File: src/hw/dsw_pkg.sv
// Constants and types shared by both ends of the deep sleep wake link
package dsw_pkg;
    // Timing
    localparam int CLK_PERIOD_NS  = 10;
    localparam int MS_NS          = 1000000;
    localparam int CYC_PER_MS     = MS_NS / CLK_PERIOD_NS;
    localparam int LP_WAKE_TICKS  = 2;
    localparam int CLK_DLY_MIN_MS = 3;
    localparam int CLK_DLY_MAX_MS = 39;
    localparam int HOST_XFER_CYC  = 16;
    localparam int HOST_LP_DIV    = 8;

    // Link messages on the serial-peripheral transport
    localparam logic [1:0] MSG_WAKE  = 2'h1;
    localparam logic [1:0] MSG_SLEEP = 2'h2;

    typedef enum logic [1:0] {
        MODE_MSG,
        MODE_PLAIN,
        MODE_HSHAKE
    } dsw_mode_type;

    // Host register map, byte addresses
    localparam logic [3:0] REG_CTRL = 4'h0;
    localparam logic [3:0] REG_CFG  = 4'h4;
    localparam logic [3:0] REG_STAT = 4'h8;

    // Control bits
    localparam int CTRL_WAKE      = 0;
    localparam int CTRL_CTS_READY = 1;
    localparam int CTRL_XFER      = 2;
    localparam int CTRL_SEND_WAKE = 3;
    localparam int CTRL_SEND_SLP  = 4;
    localparam int CTRL_MSG_MODE  = 5;

    // Status bits
    localparam int STAT_CLK_REQ = 0;
    localparam int STAT_ATTN    = 1;
    localparam int STAT_FLOW    = 2;
    localparam int STAT_AWAKE   = 3;
    localparam int STAT_BUSY    = 4;
    localparam int STAT_CLK_OK  = 5;

    localparam logic [15:0] CFG_RESET = 16'h0010;
endpackage

File: src/hw/dsw_link_if.sv
// Pins between the radio controller and its host
`timescale 1ns/100ps
interface dsw_link_if;
    logic       low_power_clock;
    logic       host_wake_in;
    logic       spi_select_n;
    logic       uart_flow_in;
    logic       msg_valid;
    logic [1:0] msg_code;
    logic       sys_clk_request_hi;
    logic       sys_clk_request_lo;
    logic       spi_attention_out;
    logic       host_attention_out;
    logic       uart_flow_out;
    logic       awake_reply_msg;

    modport dev (
        input  low_power_clock, host_wake_in, spi_select_n, uart_flow_in,
        input  msg_valid, msg_code,
        output sys_clk_request_hi, sys_clk_request_lo, spi_attention_out,
        output host_attention_out, uart_flow_out, awake_reply_msg
    );
    modport host (
        output low_power_clock, host_wake_in, spi_select_n, uart_flow_in,
        output msg_valid, msg_code,
        input  sys_clk_request_hi, sys_clk_request_lo, spi_attention_out,
        input  host_attention_out, uart_flow_out, awake_reply_msg
    );
endinterface

File: src/hw/dsw_sync.sv
// Two flip-flop level synchroniser
`timescale 1ns/100ps
module dsw_sync (
    // Clock and reset
    input  wire logic clk_i,
    input  wire logic rst_i,
    // Level in and out
    input  wire logic d_i,
    output logic      q_o
);
    logic meta_r;

    always_ff @(posedge clk_i) begin
        if (rst_i) begin
            meta_r <= 1'b0;
            q_o    <= 1'b0;
        end else begin
            meta_r <= d_i;
            q_o    <= meta_r;
        end
    end
endmodule

File: src/hw/dsw_device.sv
// Radio controller end: clock request and deep sleep sequencing
//
// Local design decisions: none here; the Avalon-MM slave port is in dsw_host and the register offsets are in dsw_pkg.
`timescale 1ns/100ps
module dsw_device #(
    parameter int CYC_PER_MS = dsw_pkg::CYC_PER_MS
) (
    // Clock and reset
    input  wire logic                 clk_i,
    input  wire logic                 rst_i,
    // Link to host
    dsw_link_if.dev                   link,
    // Configuration
    input  wire dsw_pkg::dsw_mode_type mode_i,
    input  wire logic                 spi_transport_i,
    input  wire logic                 wait_wake_i,
    input  wire logic [5:0]           clk_dly_ms_i,
    // Controller activity
    input  wire logic                 auto_wake_i,
    input  wire logic                 traffic_pending_i,
    input  wire logic                 air_busy_i,
    input  wire logic                 xfer_done_i,
    // Status
    output logic                      sys_clk_on_o,
    output logic                      deep_sleep_o,
    output logic                      wake_irq_o
);
    typedef enum logic [2:0] {
        ST_SLEEP,
        ST_REQ_WAIT,
        ST_CLK_WAIT,
        ST_ACTIVE,
        ST_DRAIN,
        ST_FLOW_OFF,
        ST_RELEASE
    } dsw_state_type;

    dsw_state_type state_r;
    logic          wake_s;
    logic          lpc_s;
    logic          lpc_d_r;
    logic          lp_tick;
    logic [1:0]    tick_cnt_r;
    logic [22:0]   dly_cnt_r;
    logic [22:0]   dly_load;
    logic          req_r;
    logic          auto_r;
    logic          auto_data_r;
    logic          msg_wake_r;
    logic          perm_r;
    logic          att_r;
    logic          flow_r;
    logic          reply_r;
    logic          irq_r;
    logic          is_msg;
    logic          is_hs;
    logic          msg_wake;
    logic          msg_sleep;
    logic          wake_go;
    logic          flow_hold;

    assign is_msg    = (mode_i == dsw_pkg::MODE_MSG);
    assign is_hs     = (mode_i == dsw_pkg::MODE_HSHAKE);
    assign msg_wake  = link.msg_valid && (link.msg_code == dsw_pkg::MSG_WAKE);
    assign msg_sleep = link.msg_valid && (link.msg_code == dsw_pkg::MSG_SLEEP);
    assign wake_go   = is_msg ? msg_wake : wake_s;

    ////////////////////////////////////////////////////////////////////////
    // wake and low-power clock input synchronisers
    dsw_sync u_wake_sync (
        .clk_i (clk_i),
        .rst_i (rst_i),
        .d_i   (link.host_wake_in),
        .q_o   (wake_s)
    );

    dsw_sync u_lpc_sync (
        .clk_i (clk_i),
        .rst_i (rst_i),
        .d_i   (link.low_power_clock),
        .q_o   (lpc_s)
    );

    always_ff @(posedge clk_i) begin
        if (rst_i) begin
            lpc_d_r <= 1'b0;
        end else begin
            lpc_d_r <= lpc_s;
        end
    end

    assign lp_tick = lpc_s && !lpc_d_r;

    // delay in cycles from the programmed millisecond count
    assign dly_load = 23'(clk_dly_ms_i < 6'(dsw_pkg::CLK_DLY_MIN_MS)
                      ? dsw_pkg::CLK_DLY_MIN_MS * CYC_PER_MS
                      : clk_dly_ms_i > 6'(dsw_pkg::CLK_DLY_MAX_MS)
                      ? dsw_pkg::CLK_DLY_MAX_MS * CYC_PER_MS
                      : int'(clk_dly_ms_i) * CYC_PER_MS);

    // hold flow off until the host raises wake, if so configured
    assign flow_hold = auto_r && wait_wake_i && !wake_s;

    ////////////////////////////////////////////////////////////////////////
    // Sequencer
    always_ff @(posedge clk_i) begin
        if (rst_i) begin
            state_r    <= ST_SLEEP;
            tick_cnt_r <= 2'h0;
            dly_cnt_r  <= 23'h0;
            req_r      <= 1'b0;
            auto_r     <= 1'b0;
            auto_data_r <= 1'b0;
            msg_wake_r <= 1'b0;
        end else begin
            case (state_r)
                ST_SLEEP: begin
                    tick_cnt_r <= 2'h0;
                    if (wake_go) begin
                        state_r    <= ST_REQ_WAIT;
                        auto_r     <= 1'b0;
                        msg_wake_r <= is_msg;
                    end else if (auto_wake_i) begin
                        state_r     <= ST_CLK_WAIT;
                        req_r       <= 1'b1;
                        dly_cnt_r   <= dly_load;
                        auto_r      <= 1'b1;
                        auto_data_r <= traffic_pending_i;
                        msg_wake_r  <= 1'b0;
                    end
                end
                ST_REQ_WAIT: begin
                    if (lp_tick) begin
                        tick_cnt_r <= tick_cnt_r + 2'h1;
                        // request high on the second tick
                        if (tick_cnt_r == 2'(dsw_pkg::LP_WAKE_TICKS - 1)) begin
                            state_r   <= ST_CLK_WAIT;
                            req_r     <= 1'b1;
                            dly_cnt_r <= dly_load;
                        end
                    end
                end
                ST_CLK_WAIT: begin
                    // clock assumed stable after the delay
                    if (dly_cnt_r <= 23'h1) begin
                        state_r <= ST_ACTIVE;
                    end else begin
                        dly_cnt_r <= dly_cnt_r - 23'h1;
                    end
                end
                ST_ACTIVE: begin
                    // leave only on permission, once idle
                    if (perm_r && !air_busy_i) begin
                        if (is_hs) begin
                            state_r <= traffic_pending_i ? ST_DRAIN
                                                         : ST_FLOW_OFF;
                        end else if (!traffic_pending_i) begin
                            state_r <= ST_RELEASE;
                        end
                    end
                end
                ST_DRAIN: begin
                    // stay until pending traffic is sent
                    if (!traffic_pending_i) begin
                        state_r <= ST_FLOW_OFF;
                    end
                end
                ST_FLOW_OFF: begin
                    state_r <= ST_RELEASE;
                end
                ST_RELEASE: begin
                    req_r   <= 1'b0;
                    state_r <= ST_SLEEP;
                end
                default: begin
                    state_r <= ST_SLEEP;
                end
            endcase
        end
    end

    ////////////////////////////////////////////////////////////////////////
    // Sleep permission
    always_ff @(posedge clk_i) begin
        if (rst_i) begin
            perm_r <= 1'b0;
        end else if (state_r != ST_ACTIVE) begin
            perm_r <= 1'b0;
        end else if (is_msg) begin
            // only a sleep message; or end of autonomous transfer
            if (msg_sleep || (auto_data_r && xfer_done_i)) begin
                perm_r <= 1'b1;
            end
        end else begin
            // wake low permits, wake high withdraws
            perm_r <= !wake_s;
        end
    end

    ////////////////////////////////////////////////////////////////////////
    // Attention line
    always_ff @(posedge clk_i) begin
        if (rst_i) begin
            att_r <= 1'b0;
        end else if (is_hs) begin
            // follows pending events, dropped before flow off
            att_r <= (state_r == ST_ACTIVE || state_r == ST_DRAIN)
                     && traffic_pending_i;
        end else if (state_r != ST_ACTIVE) begin
            att_r <= 1'b0;
        end else if (!link.spi_select_n) begin
            att_r <= 1'b0;
        end else if (traffic_pending_i && !(auto_r && !auto_data_r)) begin
            att_r <= 1'b1;
        end
    end

    ////////////////////////////////////////////////////////////////////////
    // Flow control, high means flow off
    always_ff @(posedge clk_i) begin
        if (rst_i) begin
            flow_r <= 1'b1;
        end else if (!is_hs || spi_transport_i) begin
            flow_r <= 1'b1;
        end else if (state_r == ST_FLOW_OFF) begin
            // flow off before the request falls
            flow_r <= 1'b1;
        end else if (state_r == ST_ACTIVE && flow_r) begin
            // flow on unless held or wake had no traffic
            if (!flow_hold && !(auto_r && !auto_data_r)) begin
                flow_r <= 1'b0;
            end
        end
    end

    ////////////////////////////////////////////////////////////////////////
    // Wake message reply and internal interrupt
    always_ff @(posedge clk_i) begin
        if (rst_i) begin
            irq_r   <= 1'b0;
            reply_r <= 1'b0;
        end else begin
            // decoded while the system clock is still stopped
            irq_r   <= (state_r == ST_SLEEP) && is_msg && msg_wake;
            // awake reply once the clock is in use
            reply_r <= (state_r == ST_CLK_WAIT) && msg_wake_r
                       && (dly_cnt_r <= 23'h1);
        end
    end

    ////////////////////////////////////////////////////////////////////////
    // Outputs
    // same request at both polarities
    assign link.sys_clk_request_hi = req_r;
    assign link.sys_clk_request_lo = !req_r;
    // handshake attention follows the selected transport
    assign link.host_attention_out = is_hs && !spi_transport_i && att_r;
    assign link.spi_attention_out  = (!is_hs || spi_transport_i) && att_r;
    assign link.uart_flow_out      = flow_r;
    assign link.awake_reply_msg    = reply_r;
    assign sys_clk_on_o = (state_r == ST_ACTIVE) || (state_r == ST_DRAIN)
                          || (state_r == ST_FLOW_OFF);
    assign deep_sleep_o = (state_r == ST_SLEEP);
    assign wake_irq_o   = irq_r;
endmodule

File: src/flat_wrapper.sv
// flat-port wrapper written by rule: the top's interface ports become plain ports
module dsw_device_flat 
#(
    parameter int CYC_PER_MS = dsw_pkg::CYC_PER_MS
)
  (clk_i, rst_i, mode_i, spi_transport_i, wait_wake_i, clk_dly_ms_i, auto_wake_i, traffic_pending_i, air_busy_i, xfer_done_i, sys_clk_on_o, deep_sleep_o, wake_irq_o, link_low_power_clock, link_host_wake_in, link_spi_select_n, link_uart_flow_in, link_msg_valid, link_msg_code, link_sys_clk_request_hi, link_sys_clk_request_lo, link_spi_attention_out, link_host_attention_out, link_uart_flow_out, link_awake_reply_msg);
  dsw_link_if link_i ();
  input  wire logic clk_i;
  input  wire logic rst_i;
  input  wire dsw_pkg::dsw_mode_type mode_i;
  input  wire logic spi_transport_i;
  input  wire logic wait_wake_i;
  input  wire logic [5:0] clk_dly_ms_i;
  input  wire logic auto_wake_i;
  input  wire logic traffic_pending_i;
  input  wire logic air_busy_i;
  input  wire logic xfer_done_i;
  output logic sys_clk_on_o;
  output logic deep_sleep_o;
  output logic wake_irq_o;
  input wire logic [$bits(link_i.low_power_clock)-1:0] link_low_power_clock;
  input wire logic [$bits(link_i.host_wake_in)-1:0] link_host_wake_in;
  input wire logic [$bits(link_i.spi_select_n)-1:0] link_spi_select_n;
  input wire logic [$bits(link_i.uart_flow_in)-1:0] link_uart_flow_in;
  input wire logic [$bits(link_i.msg_valid)-1:0] link_msg_valid;
  input wire logic [$bits(link_i.msg_code)-1:0] link_msg_code;
  output wire logic [$bits(link_i.sys_clk_request_hi)-1:0] link_sys_clk_request_hi;
  output wire logic [$bits(link_i.sys_clk_request_lo)-1:0] link_sys_clk_request_lo;
  output wire logic [$bits(link_i.spi_attention_out)-1:0] link_spi_attention_out;
  output wire logic [$bits(link_i.host_attention_out)-1:0] link_host_attention_out;
  output wire logic [$bits(link_i.uart_flow_out)-1:0] link_uart_flow_out;
  output wire logic [$bits(link_i.awake_reply_msg)-1:0] link_awake_reply_msg;
  assign link_i.low_power_clock = link_low_power_clock;
  assign link_i.host_wake_in = link_host_wake_in;
  assign link_i.spi_select_n = link_spi_select_n;
  assign link_i.uart_flow_in = link_uart_flow_in;
  assign link_i.msg_valid = link_msg_valid;
  assign link_i.msg_code = link_msg_code;
  assign link_sys_clk_request_hi = link_i.sys_clk_request_hi;
  assign link_sys_clk_request_lo = link_i.sys_clk_request_lo;
  assign link_spi_attention_out = link_i.spi_attention_out;
  assign link_host_attention_out = link_i.host_attention_out;
  assign link_uart_flow_out = link_i.uart_flow_out;
  assign link_awake_reply_msg = link_i.awake_reply_msg;
  dsw_device #(.CYC_PER_MS(CYC_PER_MS)) u_core (.clk_i(clk_i), .rst_i(rst_i), .link(link_i), .mode_i(mode_i), .spi_transport_i(spi_transport_i), .wait_wake_i(wait_wake_i), .clk_dly_ms_i(clk_dly_ms_i), .auto_wake_i(auto_wake_i), .traffic_pending_i(traffic_pending_i), .air_busy_i(air_busy_i), .xfer_done_i(xfer_done_i), .sys_clk_on_o(sys_clk_on_o), .deep_sleep_o(deep_sleep_o), .wake_irq_o(wake_irq_o));
endmodule
File: config.mk
export PLATFORM = sky130hd
export DESIGN_NAME = dsw_device_flat
export DESIGN_NICKNAME = d
export VERILOG_FILES = /design/src/hw/dsw_pkg.sv /design/src/hw/dsw_link_if.sv /design/src/hw/dsw_sync.sv /design/src/hw/dsw_device.sv /design/src/flat_wrapper.sv
export SDC_FILE = /design/constraint.sdc
export NUM_CORES = 1
export LEC_CHECK = 0
export ABC_AREA = 1
export BUFFER_PORTS_ARGS = -buffer_cell sky130_fd_sc_hd__buf_2
export CORE_UTILIZATION = 40
export CTS_BUF_LIST = sky130_fd_sc_hd__clkbuf_4
export DETAILED_ROUTE_END_ITERATION = 8
export PLACE_DENSITY = 0.58
export SLEW_MARGIN = 20
export SYNTH_ARGS = -nofsm -noshare
export SYNTH_HDL_FRONTEND = slang
export SYNTH_SLANG_ARGS = --single-unit
File: constraint.sdc
create_clock -name clk_i -period 2.82 [get_ports clk_i]
set_input_delay 0.423 -clock clk_i [delete_from_list [all_inputs] [get_ports clk_i]]
set_output_delay 0.423 -clock clk_i [all_outputs]
set_load 0.01 [all_outputs]
Yosys cells after proc, flatten, opt, wreduce, memory -nomap -nowiden:

Index checks and enable logic that the tools add are counted.

* register bits after elaboration: 42
* bits of input ports: 23
* output and inout port bits: 9

* add/subtract/negate cells: 2
* $mul: 1
* magnitude comparators: 3
* eq/ne operators: 23
* multiplexer cells: 36
* bitwise gates (word level): 1
* reductions and logical operators: 47

Operators by type and width (number)
* two-way mux 23 bit: 7
* case mux 23 bit (3 select lines): 1
* two-way mux 3 bit: 9
* less-or-equal comparator 23 x 1 -> 1 bit, second input constant: 1
* subtractor 23 x 1 -> 23 bit, second input constant: 1
* logical AND 1 bit: 19
* multiplier 6 x 12 -> 18 bit, second input constant: 1
* case mux 3 bit (6 select lines): 1
* two-way mux 1 bit: 15
* inequality test 2 bit, second input constant: 6
* == test 3 bit, second input constant: 3
* zero test 1 bit: 9
* inequality test 3 x 2 -> 1 bit, second input constant: 3
* AND reduction 7 bit: 1
* == test 3 x 2 -> 1 bit, second input constant: 2
* greater-than comparator 6 bit, second input constant: 1
* < comparator 6 x 2 -> 1 bit, second input constant: 1
* inequality test 2 x 1 -> 1 bit, second input constant: 3
* AND reduction 2 bit: 3
* AND reduction 6 bit: 1
* nonzero test 3 bit: 2
* AND reduction 5 bit: 1
* == test 2 x 1 -> 1 bit, second input constant: 2
* == test 2 bit, second input constant: 2
* 14 further kinds: 18

Logic depth before layout (Yosys ltp):

* depth after elaboration: 8
* mapped depth: 18
* gate-level depth less buffers: 18

Cells and area by module:

From an unflattened synthesis, not the netlist that was laid out.

* cells, all modules: 599
* area, all modules: 3842.4 um2

Modules (own cells, without submodules)
* dsw_device: instances 1, cells an instance 587, area each 3732.3 um2, seq. area each 760.7 um2
* dsw_sync: instances 2, cells an instance 6, area each 55.1 um2, seq. area each 40.0 um2

Worst setup path after synthesis:

No wires, ideal clock.

* path type: input -> register
* from: input clk_dly_ms_i[0]
* to: register u_core.dly_cnt_r[21]
* setup time: 117 ps
* data arrival time: 2773 ps
* required time: 2703 ps
* slack: -69 ps
* stages on the path: 16
* path buffers: 0
* path through: ha_1 > ha_1 > inv_1 > fa_1 > inv_1 > fa_1 > nand3_1 > nand3_1 > nand3_1 > nand2_1 > nand2_1 > nand2_1 > nand2_1 > nand3_1 > nand2_1 > a21oi_1

* longest elaborated chain between the ends: 6
* elaborated cells between the ends (all ways): 10
* classes of those cells: mul: 1; order compare: 2; mux: 7

Ends and longest elaborated chain
* start: declaration: line flat_wrapper.sv:13 `input wire logic [5:0] clk_dly_ms_i;`
* multiplier 6 x 12 -> 18 bit / greater-than comparator 6 bit (equally long branches): line dsw_device.sv:99, dsw_device.sv:97
* two-way mux 23 bit: line dsw_device.sv:98 `? dsw_pkg::CLK_DLY_MAX_MS * CYC_PER_MS`
* two-way mux 23 bit (*): line dsw_device.sv:96 `? dsw_pkg::CLK_DLY_MIN_MS * CYC_PER_MS`
* two-way mux 23 bit (on tied branches): line dsw_device.sv:136, dsw_device.sv:123
* two-way mux 23 bit (on tied branches): line dsw_device.sv:133, dsw_device.sv:119
* case mux 23 bit (3 select lines) (*): line dsw_device.sv:116 `case (state_r)`
* end signal: assignment: line dsw_device.sv:126 `dly_cnt_r <= dly_load;`
* end signal: assignment: line dsw_device.sv:139 `dly_cnt_r <= dly_load;`
* end signal: assignment: line dsw_device.sv:148 `dly_cnt_r <= dly_cnt_r - 23'h1;`
* end: declaration: line dsw_device.sv:44 `logic [22:0] dly_cnt_r;`

Mark *: on every way between the ends. The rest lies on a longest branch, timed or not. The select of a mux whose other input is x is not followed.
A chain may end at the register's enable or synchronous reset.

Worst setup path after layout:

* from: input clk_dly_ms_i[3]
* to: register u_core.dly_cnt_r[18]

Same word-level chain as after synthesis.

==> results_tabular.tex <==
\begin{tabular}{lr}
\hline
Metric & Value \\
\hline
\multicolumn{2}{l}{\textbf{Status}} \\
Status & finished, final reports clean \\
\multicolumn{2}{l}{\textbf{STA}} \\
Post-Route Skew & roughly 0.012 ns \\
Setup repair after global routing missed its margin & no \\
Tmin final & 2.72 ns \\
Worst Tran Pin Value & roughly 0.8 ns \\
Number of setup violations in the final report & 0 \\
Maximum operating frequency & 368 MHz \\
Part of the cycle the worst path needs & between 90\% and 100\% \\
Final Max Tran Viols & 0 \\
Normalized max-slew margin & a little under half \\
Final hold violations & 0 \\
\multicolumn{2}{l}{\textbf{Route}} \\
WL per Instance & approximately 13 um \\
Post-detailed-routing wire length & 10,500 um \\
DRT antenna net count & 0 \\
Via density per instance & approximately 5.0 \\
Via Count & a little over 4,000 \\
Residual DRC & 0 \\
DRT Pass-1 Iters & 4 \\
Initial detailed-routing violation count & approximately 170 \\
\multicolumn{2}{l}{\textbf{Setup path}} \\
Crit path kind & in -> reg \\
Data required time at the worst endpoint & 3.08 ns \\
Worst path depth & 18 \\
Kind of end point of the critical path & register \\
Cell type of the slowest stage on the worst timing path & sky130\_fd\_sc\_hd\_\_fa\_1 \\
Cell chain of the critical path & clkbuf\_4 > ha\_2 > xor2\_1 > ha\_1 > inv\_1 > fa\_1 > inv\_1 > ha\_4 > buf\_4 > nand2\_1 > nor2\_1 > nand3\_1 > nand3\_1 > nand2\_1 > nand3\_1 > nand2\_2 > nand2\_1 > a21oi\_2 \\
Worst reg-to-reg path cell count & 9 \\
Crit-path leading delay family & adder cells \\
Peak per-stage delay on the critical path & 0.49 ns \\
CP bufs+invs & 4 \\
Worst endpoint data arrival time & between 2 and 3 ns \\
Worst Setup Start Kind & primary input \\
Largest fanout on the critical path & 4 \\
\multicolumn{2}{l}{\textbf{Clock network}} \\
CTS tree & yes \\
Library cell used as clock root buffer & sky130\_fd\_sc\_hd\_\_clkbuf\_4 \\
Longest Clk Path Bufs & 2 \\
CTS sink cnt & between 40 and 50 \\
Inserted Clock Buffers & 5 \\
Number of setup buffers added after CTS & 0 \\
H-tree lvl count & 2 \\
Clock edge transition at the registers on the reported setup and hold paths & 0.15 ns \\
Insertion delay of the later-clocked pin in the worst-skew pair & 0.37 ns \\
\multicolumn{2}{l}{\textbf{Global route}} \\
Maximum number of pins on one net before global-route repair & 29 \\
Total global routing overflow & 0 \\
Number of global-route vias before repair & 3,850 \\
Overall Global Routing Usage & 21.4\% \\
Wire length of the first global-routing pass & 17,500 um \\
Number of antenna violations at the first check in global routing & 0 \\
\multicolumn{2}{l}{\textbf{Cells and area}} \\
Antenna cell count & 0 \\
Top reg by flops & u\_core.dly\_cnt\_r \\
Leading registers by flop count & u\_core.dly\_cnt\_r x23, u\_core.state\_r x3, u\_core.tick\_cnt\_r x2 \\
Flip-flop count of the largest register, all copies and words added & 23 \\
Commonest cells after routing, fill and taps aside & sky130\_fd\_sc\_hd\_\_nand2\_1 (149), sky130\_fd\_sc\_hd\_\_nor2\_1 (93), sky130\_fd\_sc\_hd\_\_inv\_1 (89) \\
Most common library cell in the layout ignoring fill and taps & sky130\_fd\_sc\_hd\_\_nand2\_1 \\
Post-Route Utilization & 48.8\% \\
P\&R area growth vs syn & 18.1\% \\
Fraction of final layout cells with drive strength greater than 1 & 20.4\% \\
Net count of the finished layout & between 700 and 800 \\
Count of fill cells added during filler insertion & 1,050 \\
\multicolumn{2}{l}{\textbf{Placed design}} \\
Dpl hpwl & between 8000 and 9000 um \\
Routability congestion estimate & 0.872 \\
Count of buffers from port buffering & 30 \\
\multicolumn{2}{l}{\textbf{Floorplanning}} \\
Die W & about 100 um \\
Die height & about 100 um \\
Core area & 0.00977 mm\^{}2 \\
Placement row count & 36 \\
Die area & roughly 0.011 mm\^{}2 \\
Initial core utilization & between 40\% and 50\% \\
Count of boundary I/O pins & 32 \\
\multicolumn{2}{l}{\textbf{Worst hold path}} \\
Worst min path class & in -> reg \\
Hold depth & 3 \\
\multicolumn{2}{l}{\textbf{Power}} \\
Share of total power consumed by net switching & around 55\% \\
Post-layout total power & 4240 uW \\
Ratio of total power to cell area & 889 mW/mm\^{}2 \\
Logic gate share of total power & around two thirds \\
Portion of total power attributed to the clock network & $\sim$8\% \\
Sequential share of power & 24.1\% \\
Static Leak & around 0.0025 uW \\
Peak ir drop on the vdd network & roughly 0.48 mV \\
Power Internal & $\sim$1900 uW \\
NetSw & around 2300 uW \\
\multicolumn{2}{l}{\textbf{Synthesis}} \\
Sequential-to-total area share from yosys stat & slightly above 20\% \\
Synth Register Bits & between 40 and 50 \\
Number of flops mapped to enable cells by yosys & 0 \\
Syn avg cell area & between 6 and 7 um\^{}2 \\
Commonest register cell after synthesis & sky130\_fd\_sc\_hd\_\_dfxtp\_1 \\
Post-Synthesis Cell Area & 0.00404 mm\^{}2 \\
Warning count from the yosys run & 0 \\
Syn Nets & about 700 \\
Synth cell types & 44 \\
Syn Inst Count & between 600 and 700 \\
Share of flip-flops with an asynchronous set or reset & 0\% \\
\multicolumn{2}{l}{\textbf{Run}} \\
Number of maximum-capacitance constraint violations & 0 \\
\hline
\end{tabular}
-- cell usage after synthesis (4+ instances only) --
| cell type | n | area [um^2] |
|---|---|---|
| sky130_fd_sc_hd__nor3_1 | 6 | 30.0 |
| sky130_fd_sc_hd__inv_2 | 4 | 15.0 |
| sky130_fd_sc_hd__nor2_2 | 6 | 37.5 |
| sky130_fd_sc_hd__nand2_1 | 154 | 578 |
| sky130_fd_sc_hd__xor2_1 | 11 | 96.3 |
| sky130_fd_sc_hd__inv_1 | 90 | 338 |
| sky130_fd_sc_hd__nand4_1 | 9 | 56.3 |
| sky130_fd_sc_hd__a21oi_1 | 30 | 150 |
| sky130_fd_sc_hd__nand3_1 | 43 | 215 |
| sky130_fd_sc_hd__o21ai_0 | 33 | 165 |
| sky130_fd_sc_hd__ha_1 | 45 | 563 |
| sky130_fd_sc_hd__nand2_2 | 6 | 37.5 |
| sky130_fd_sc_hd__o21ai_2 | 5 | 43.8 |
| sky130_fd_sc_hd__dfxtp_1 | 42 | 841 |
| sky130_fd_sc_hd__a21oi_2 | 7 | 61.3 |
| sky130_fd_sc_hd__nor2_1 | 95 | 357 |
| sky130_fd_sc_hd__fa_1 | 4 | 80.1 |
-- path summary, 6_finish.rpt --
path	endpoint	start	slack, ns
max	u_core.dly_cnt_r[18]	clk_dly_ms_i[3]	0.10
min	u_core.u_lpc_sync.meta_r	link_low_power_clock	0.23
max reg2reg	u_core.dly_cnt_r[14]	u_core.state_r[1]	0.80
min reg2reg	u_core.u_lpc_sync.q_o	u_core.u_lpc_sync.meta_r	0.41
-- logic make-up (layout without fill, tap and decap cells) --
group           Yosys count  after routing  synth area share [%]
flops                    42             42                  20.8
xor+xnor                 13             13                  2.82
simple gates            336            336                  36.7
buf+inv                 104            171                  10.6
fa+ha+maj                49             49                  15.9
compound gates           89             89                  13.2
-- metal layers --
layer  track usage (%)  wire length, um
met1              29.1             5400
met3              2.71              321
met5                 0                0
met2              35.6             4670
met4              5.60              141
-- stage by stage --
stage	worst slack [ns]	hold slack (ns)	cell area, um^2	setup TNS, ns	std cells
global route	0.00638	0.203	4770	0	833
floorplan	-0.00164	0.388	4060	-0.00164	633
finish	0.101	0.231	4770	0	833
detailed placement	-0.341	0.393	4590	-3.35	825
CTS	0.0633	0.221	4660	0	833
global placement	-0.309	0.390	4590	-2.81	825
-- cell type report --
class	instances	area (um^2)	area share, %
Multi-Input combinational cell	487	2910	60.8
Sequential cell	42	841	17.6
Timing Repair Buffer	68	438	9.17
Inverter	95	362	7.57
Tap cell	133	166	3.49
Clock buffer	5	37.5	0.786
Clock inverter	3	25.0	0.524
-- worst reg2reg max path, delay by kind of cell, from the launching register on --
kind / cells / cell delay [ns]
compound gates: 1 / 0.08
buf+inv: 3 / 0.49
flops: 1 / 0.54
simple gates: 5 / 0.82
-- what timing repair did --
item / in CTS / in global routing
setup endpoints to repair: 0 / 9
gates resized for setup: 0 / 24
hold buffers: 0 / 0
-- power groups by stage --
stage / combinational (uW) / sequential [uW] / clock (uW)
after floorplan: 2250 / 978 / 0
after global placement: 2810 / 1030 / 0
after detailed placement: 2840 / 1030 / 0
after CTS: 2850 / 1020 / 343
after global routing: 3310 / 1050 / 367
final: 2890 / 1020 / 332
Note: power is estimated with default switching activity, not from simulation.
